File: config.mk
export PLATFORM = sky130hd
export DESIGN_NAME = fic_top
export DESIGN_NICKNAME = d
export VERILOG_FILES = /design/src/shared/fic_pkg.sv /design/src/hdl/fic_fault_qual.sv /design/src/hdl/fic_top.sv
export SDC_FILE = /design/constraint.sdc
export NUM_CORES = 1
export LEC_CHECK = 0
export ABC_AREA = 1
export ABC_CLOCK_PERIOD_IN_PS = 1950
export BUFFER_PORTS_ARGS = -buffer_cell sky130_fd_sc_hd__buf_2
export CAP_MARGIN = 20
export CORE_MARGIN = 10
export CORE_UTILIZATION = 44
export DETAILED_ROUTE_END_ITERATION = 6
export PLACE_DENSITY = 0.95
export SLEW_MARGIN = 0
export SYNTH_ARGS = -nofsm -noshare
export SYNTH_HDL_FRONTEND = slang
export SYNTH_SLANG_ARGS = --single-unit
File: constraint.sdc
create_clock -name pclk -period 1.95 [get_ports pclk]
set_input_delay 0.0975 -clock pclk [delete_from_list [all_inputs] [get_ports pclk]]
set_output_delay 0.0975 -clock pclk [all_outputs]
set_load 0.1 [all_outputs]
File: src/shared/fic_pkg.sv
// constants and types for the flash interrupt and fault-injection config block
package fic_pkg;

	// ==========================================================
	// register map (index; byte address is four times the index)
	localparam int ADDR_W = 16;
	localparam logic [ADDR_W-1:0] CFG_IDX = 16'h3024;
	localparam logic [ADDR_W-1:0] FIE_IDX = 16'h3025;
	localparam logic [ADDR_W-1:0] CST_IDX = 16'h3026;
	localparam logic [ADDR_W-1:0] FST_IDX = 16'h3027;
	localparam logic [ADDR_W-1:0] CFG_ADDR = {CFG_IDX[ADDR_W-3:0], 2'b00};
	localparam logic [ADDR_W-1:0] FIE_ADDR = {FIE_IDX[ADDR_W-3:0], 2'b00};
	localparam logic [ADDR_W-1:0] CST_ADDR = {CST_IDX[ADDR_W-3:0], 2'b00};
	localparam logic [ADDR_W-1:0] FST_ADDR = {FST_IDX[ADDR_W-3:0], 2'b00};

	// ==========================================================
	// field positions
	localparam int CFG_CMD_EN_BIT = 7;
	localparam int CFG_SUPPRESS_BIT = 4;
	localparam int CFG_FORCE_D_BIT = 1;
	localparam int CFG_FORCE_S_BIT = 0;
	localparam int FIE_EN_D_BIT = 1;
	localparam int FIE_EN_S_BIT = 0;
	localparam int CST_DONE_BIT = 7;
	localparam int FST_D_BIT = 1;
	localparam int FST_S_BIT = 0;

	// ==========================================================
	// values after reset
	localparam logic CFG_RESET = 1'b0;
	localparam logic FIE_RESET = 1'b0;
	localparam logic CMD_DONE_RESET = 1'b1;
	localparam logic FLAG_RESET = 1'b0;
	localparam logic [31:0] RDATA_RESET = 32'h0000_0000;

	// ==========================================================
	// carriers
	typedef struct packed {
		logic valid;
		logic single_err;
		logic double_err;
	} fic_rd_t;

	typedef struct packed {
		logic set_single;
		logic set_double;
	} fic_fault_set_t;

	typedef struct packed {
		logic cmd_en;
		logic suppress;
		logic force_d;
		logic force_s;
		logic en_d;
		logic en_s;
		logic cmd_flag;
		logic sflag;
		logic dflag;
		logic pready;
		logic pslverr;
		logic launch;
		logic irq;
		logic [31:0] prdata;
	} fic_state_t;

endpackage

File: src/hdl/fic_fault_qual.sv
// qualifies array-read error reports against the forcing and suppress controls
`timescale 1ns/1ns
module fic_fault_qual (
	input fic_pkg::fic_rd_t rd,
	input wire logic suppress,
	input wire logic force_s,
	input wire logic force_d,
	output fic_pkg::fic_fault_set_t set
);

	// ==========================================================
	// event qualification
	always_comb begin
		set = '0;
		if (rd.valid) begin
			set.set_double = force_d | rd.double_err;
			set.set_single = force_s | (rd.single_err & ~suppress);
		end
	end

endmodule

File: src/hdl/fic_top.sv
// apb register file, fault flags and interrupt for flash config block
`timescale 1ns/1ns
module fic_top (
	input wire logic pclk,
	input wire logic presetn,
	input wire logic psel,
	input wire logic penable,
	input wire logic pwrite,
	input wire logic [fic_pkg::ADDR_W-1:0] paddr,
	input wire logic [31:0] pwdata,
	output logic [31:0] prdata,
	output logic pready,
	output logic pslverr,
	input fic_pkg::fic_rd_t rd,
	input wire logic cmd_complete,
	output logic cmd_launch,
	output logic irq
);

	// ==========================================================
	// state and decode
	fic_pkg::fic_state_t s_q;
	fic_pkg::fic_state_t s_d;
	fic_pkg::fic_fault_set_t fset;
	logic setup;
	logic access;
	logic wr_cfg;
	logic wr_fie;
	logic wr_cst;
	logic rd_fst;
	logic [31:0] rvalue;
	logic mapped;

	function automatic logic hit(input logic [fic_pkg::ADDR_W-1:0] a,
		input logic [fic_pkg::ADDR_W-1:0] target);
		hit = (a == target);
	endfunction

	fic_fault_qual u_qual (
		.rd(rd),
		.suppress(s_q.suppress),
		.force_s(s_q.force_s),
		.force_d(s_q.force_d),
		.set(fset)
	);

	// no wait state: data is prepared in setup, ready is high in the first access cycle
	assign setup = psel & ~penable;
	assign access = psel & penable & s_q.pready;
	assign wr_cfg = access & pwrite & hit(paddr, fic_pkg::CFG_ADDR);
	assign wr_fie = access & pwrite & hit(paddr, fic_pkg::FIE_ADDR);
	assign wr_cst = access & pwrite & hit(paddr, fic_pkg::CST_ADDR);
	assign rd_fst = access & ~pwrite & hit(paddr, fic_pkg::FST_ADDR);

	// ==========================================================
	// read mux
	always_comb begin
		rvalue = '0;
		mapped = 1'b1;
		if (hit(paddr, fic_pkg::CFG_ADDR)) begin
			rvalue[fic_pkg::CFG_CMD_EN_BIT] = s_q.cmd_en;
			rvalue[fic_pkg::CFG_SUPPRESS_BIT] = s_q.suppress;
			rvalue[fic_pkg::CFG_FORCE_D_BIT] = s_q.force_d;
			rvalue[fic_pkg::CFG_FORCE_S_BIT] = s_q.force_s;
		end else if (hit(paddr, fic_pkg::FIE_ADDR)) begin
			rvalue[fic_pkg::FIE_EN_D_BIT] = s_q.en_d;
			rvalue[fic_pkg::FIE_EN_S_BIT] = s_q.en_s;
		end else if (hit(paddr, fic_pkg::CST_ADDR)) begin
			rvalue[fic_pkg::CST_DONE_BIT] = s_q.cmd_flag;
		end else if (hit(paddr, fic_pkg::FST_ADDR)) begin
			rvalue[fic_pkg::FST_D_BIT] = s_q.dflag;
			rvalue[fic_pkg::FST_S_BIT] = s_q.sflag;
		end else begin
			mapped = 1'b0;
		end
	end

	// ==========================================================
	// next state
	always_comb begin
		s_d = s_q;
		s_d.launch = 1'b0;
		// bus handshake
		s_d.pready = setup;
		if (setup) begin
			s_d.prdata = pwrite ? 32'h0000_0000 : rvalue;
			s_d.pslverr = ~mapped;
		end else if (access) begin
			s_d.pslverr = 1'b0;
		end
		if (wr_cfg) begin
			s_d.cmd_en = pwdata[fic_pkg::CFG_CMD_EN_BIT];
			s_d.suppress = pwdata[fic_pkg::CFG_SUPPRESS_BIT];
			s_d.force_d = pwdata[fic_pkg::CFG_FORCE_D_BIT];
			s_d.force_s = pwdata[fic_pkg::CFG_FORCE_S_BIT];
		end
		if (wr_fie) begin
			s_d.en_d = pwdata[fic_pkg::FIE_EN_D_BIT];
			s_d.en_s = pwdata[fic_pkg::FIE_EN_S_BIT];
		end
		// write one clears flag and launches
		if (wr_cst && pwdata[fic_pkg::CST_DONE_BIT] && s_q.cmd_flag && !cmd_complete) begin
			s_d.cmd_flag = 1'b0;
			s_d.launch = 1'b1;
		end
		if (cmd_complete) begin
			s_d.cmd_flag = 1'b1;
		end
		// read clears only bits it reported, so a late event survives
		if (rd_fst) begin
			s_d.dflag = s_q.dflag & ~s_q.prdata[fic_pkg::FST_D_BIT];
			s_d.sflag = s_q.sflag & ~s_q.prdata[fic_pkg::FST_S_BIT];
		end
		if (fset.set_double) begin
			s_d.dflag = 1'b1;
		end
		if (fset.set_single) begin
			s_d.sflag = 1'b1;
		end
		// level request per flag and enable
		s_d.irq = (s_d.cmd_flag & s_d.cmd_en) | (s_d.dflag & s_d.en_d) |
			(s_d.sflag & s_d.en_s);
	end

	// ==========================================================
	// registers
	always_ff @(posedge pclk or negedge presetn) begin
		if (!presetn) begin
			s_q.cmd_en <= fic_pkg::CFG_RESET;
			s_q.suppress <= fic_pkg::CFG_RESET;
			s_q.force_d <= fic_pkg::CFG_RESET;
			s_q.force_s <= fic_pkg::CFG_RESET;
			s_q.en_d <= fic_pkg::FIE_RESET;
			s_q.en_s <= fic_pkg::FIE_RESET;
			s_q.cmd_flag <= fic_pkg::CMD_DONE_RESET;
			s_q.sflag <= fic_pkg::FLAG_RESET;
			s_q.dflag <= fic_pkg::FLAG_RESET;
			s_q.pready <= 1'b0;
			s_q.pslverr <= 1'b0;
			s_q.launch <= 1'b0;
			s_q.irq <= 1'b0;
			s_q.prdata <= fic_pkg::RDATA_RESET;
		end else begin
			s_q <= s_d;
		end
	end

	assign prdata = s_q.prdata;
	assign pready = s_q.pready;
	assign pslverr = s_q.pslverr;
	assign cmd_launch = s_q.launch;
	assign irq = s_q.irq;
endmodule

* Word-level counts from Yosys, hierarchy flattened
Cells that the tools add are included.
** Word-level totals
- Bits in registers :: 45
- Bits of input ports :: 57
- Output and inout bits :: 36
- Word-level logic and storage cells :: 72
** Operators by class
- Equal/unequal tests :: 4
- Muxes and demuxes :: 24
- Bitwise operators :: 25
- Reductions and logical operators :: 5
** Operators by type and width (number)
- equality test 16 bit (second input constant) :: 4
- AND 1 bit :: 15
- two-way mux 1 bit :: 15
- two-way mux 2 bit :: 7
- two-way mux 8 bit :: 1
- NOT 1 bit :: 6
- two-way mux 4 bit :: 1
- OR 1 bit :: 4
- logical AND 1 bit :: 3
- nonzero test 2 bit :: 1
- zero test 1 bit :: 1

* Logic depth before layout (Yosys ltp)
- Word-level depth :: 12
- Gate-level depth with buffers :: 10
- Depth with buffers taken out :: 10

* By module
A second synthesis with hierarchy kept.
** Second synthesis, totals
- Cells, all modules :: 169
- Area total of the unflattened synthesis :: 1292.5 um^2
** By module, submodules not included
- fic_top :: times used 1, cells an instance 162, area an instance 1261.2 um^2, seq. area each 426.7 um^2
- fic_fault_qual :: times used 1, cells an instance 7, area an instance 31.3 um^2, seq. area each 0.0 um^2

* Least setup slack after synthesis
OpenSTA, ideal clock, no wires.
- Kind :: register to register
- From :: reg, netlist name pready
- To :: reg, netlist name irq
- Data arrival time :: 1.783 ns
- Slack :: 0.046 ns
- Cell stages (with the launch flop) :: 8
- Period minus slack after synthesis :: 1.904 ns
- Path through :: dfrtp_1 nand3_2 nor2_4 nand3_1 o21ai_2 nand2_1 nand2_1 nand3_2

==> impl_metrics.py <==
metrics = {
    "route": {
        "routed-via-count": 1031,
        "drc_errors": 0,
        "vias_per_cell": 4.46,
        "ant_nets": 0,
        "drtIter0Drc": 43,
        "avgRoutedWirePerCell_um": 12.2,
        "dr.pass1.iters": 4,
        "drt_wl_total_um": 2820,
    },
    "final_layout": {
        "fill_cells": 272,
        "n_antenna_cell": 0,
        "area_growth_pct": 9.88,
        "drive_above_1_share_pct": 33.5,
        "nNetsFinal": 258,
        "final_core_util_pct": 51.0,
    },
    "clocking": {
        "cts-root-buf": "clkbuf_4",
        "cts_sinks": 17,
        "htreeDepth": 1,
        "cts.clk_slew.worst_paths_ns": 0.10,
        "cts_tree": "yes",
        "cts-resized-gates": 0,
        "clk_latency_ns": 0.29,
        "clockBufferDepth": 2,
        "cts_hold_buf": 2,
        "post_cts_buffers": 0,
        "numCtsBuffers": 3,
    },
    "setup_path": {
        "crit_arrival_ns": 1.57,
        "path_delay_family": "simple AND/OR/NAND/NOR gates",
        "worstSetupEndpointType": "flop",
        "slowest_delay_ns": 0.52,
        "cp_max_fo": 6,
        "crit_chain": "dlygate4sd3_1 > buf_2 > nand3_2 > nor2_4 > nand3_1 > o21ai_2 > nand2_1 > nand2_1 > nand3_2",
        "required_ns": 2.14,
        "path_buf_inv": 2,
        "worstRegToRegCells": 7,
        "crit_slowest_cell": "dlygate4sd3_1",
        "cp.depth": 9,
        "cp-start-kind": "input port",
        "critical_path_class": "input port to flop",
    },
    "timing": {
        "finalSetupTns_ns": 0,
        "fmax_mhz": 724,
        "setup_viol": 0,
        "finalCriticalPeriod_ns": 1.38,
        "period_share_pct": 70.9,
        "maxSlewViolCount": 0,
        "fin_ws_ns": 0.568,
        "hold_violations": 0,
        "rsz0062_at_grt": "false",
        "skew_ns": 0.00184,
    },
    "outcome": {
        "status": "finished clean",
    },
    "synth": {
        "synth_top_cell_area_share_pct": 31.0,
        "yosys-mux-area-fraction_pct": 2.33,
        "seq_area_frac_synth_pct": 33.0,
        "yosysUniqueCellTypes": 26,
        "synth_top_cell_by_area": "dfrtp_1",
        "synth_top_flop_cell": "dfrtp_1",
        "synth-compound-area-share_pct": 6.78,
        "yosys-top-cells-area": "dfrtp_1 31%, buf_4 19%, nand2_1 9.0%, inv_1 4.7%, nor2_1 4.4%",
        "netlist_area_mm2": 0.00129,
        "synthArstFlopShare_pct": 100,
        "synth_top_family_by_area": "simple AND/OR/NAND/NOR gates",
        "yosysMostFrequentCell": "buf_4",
        "synth_commonest_cells": "32 x buf_4, 31 x nand2_1, 16 x dfrtp_1, 16 x inv_1, 15 x nor2_1",
        "synth-xor-area-share_pct": 0,
        "syn_avg_cell_area_um2": 7.92,
        "synth_edf_count": 0,
        "synth_seq_cells": 17,
        "synth_fa_ha_area_share_pct": 0,
        "syn_inst": 163,
        "yosys_warnings": 0,
        "synth_simple_gate_area_share_pct": 33.7,
    },
    "floorplanning": {
        "core-area_mm2": 0.00278,
        "row_count": 19,
        "die_h_um": 74.2,
        "initial_core_util_pct": 46.4,
        "dieArea_mm2": 0.00550,
        "io_pins": 93,
        "die_w_um": 74.2,
    },
    "pwr": {
        "ir_worst_vdd_v": 0.000515,
        "power_leakage_nw": 0.856,
        "power_density_mw_per_mm2": 629,
    },
    "worst_hold_path": {
        "holdPathStages": 3,
        "hp-class": "input port to flop",
    },
    "global_routing": {
        "grt_pass1_vias": 1066,
        "grt_first_pass_wirelength_um": 4510,
        "grt_max_degree": 18,
        "grt_overflow": 0,
        "grt.total_usage_pct": 10.1,
        "grt_antenna_before_repair": 0,
    },
    "place": {
        "io_buffers": 36,
        "gp_congestion": 0.802,
        "place_ws_ns": 0.623,
        "hpwlAfterDp_um": 2440,
    },
    "flow_run": {
        "maxCapViolations": 0,
    },
}
[layout make-up]
cell class	count	area, µm²	area share, %
Multi-Input combinational cell	123	658	46.4
Sequential cell	17	427	30.1
Timing Repair Buffer	38	200	14.1
Inverter	18	67.6	4.76
Tap cell	31	38.8	2.73
Clock buffer	3	22.5	1.59
Clock inverter	1	5.00	0.353
[path summary, 6_finish.rpt]
check	start	endpoint	slack (ns)
max in group asynchronous	presetn	s_q[38]	1.41
setup / recovery	penable	irq	0.57
min in group asynchronous	presetn	prdata[0]	0.23
hold reg to reg	prdata[7]	prdata[7]	0.49
setup reg to reg	pready	irq	0.62
hold / removal	cmd_complete	s_q[38]	0.02
[layout by cell type (no fill, tap or decap), types with 2 or more instances in the layout]
cell	instances
buf_2	36
clkbuf_4	3
o21ai_1	4
nand3_1	8
mux2_4	2
inv_1	16
nand4_1	4
dlygate4sd3_1	2
nand2_2	3
nor2_1	15
nand2_1	31
o21ai_0	4
nand3_2	3
o21ai_2	4
inv_2	2
nor2_2	6
dfrtp_1	16
nand3b_1	2
conb_1	28
nor2_4	2
[kinds of logic (layout without fill, tap and decap cells)]
logic type	count (synthesis)	in the layout
other	1	28
flip-flops	17	17
AND/OR/NAND/NOR	79	79
buffers and inverters	50	60
AO/OA/AOI/OAI	14	14
multiplexers	2	2
[stage by stage]
step                power (W)  cells  area [µm²]  hold WS [ns]
floorplan            0.000699    190        1390        -0.198
global placement     0.000702    225        1370        0.0302
finish               0.000892    231        1420        0.0242
detailed placement   0.000705    225        1370        0.0353
CTS                  0.000897    231        1420        0.0197
global route         0.000927    231        1420        0.0332
[report_power, final]
part	internal, W	leakage, nW	switching (W)
Sequential	0.000356	0.210	0.00000204
Combinational	0.0000374	0.629	0.000308
Clock	0.0000765	0.0177	0.000113
Total	0.000470	0.856	0.000422
[layer usage]
layer	vias up	wire length [µm]	GRT usage, %
met5	-	0	0
met4	0	42	4.97
met3	4	265	2.93
met2	43	1430	18.1
met1	454	1080	10.6
li1	530	-	-
[worst reg2reg max path: cells and delay by family (launching register included)]
kind            cells  cell delay [ns]
compound gates      1             0.15
flops               1             0.37
simple gates        6             0.71
[flip-flops by register name (all words and copies together) (netlist names)]
name	flops
prdata	4
irq	1
s_q	9
cmd_launch	1
pready	1
pslverr	1
(Power assumes the default switching activity.)
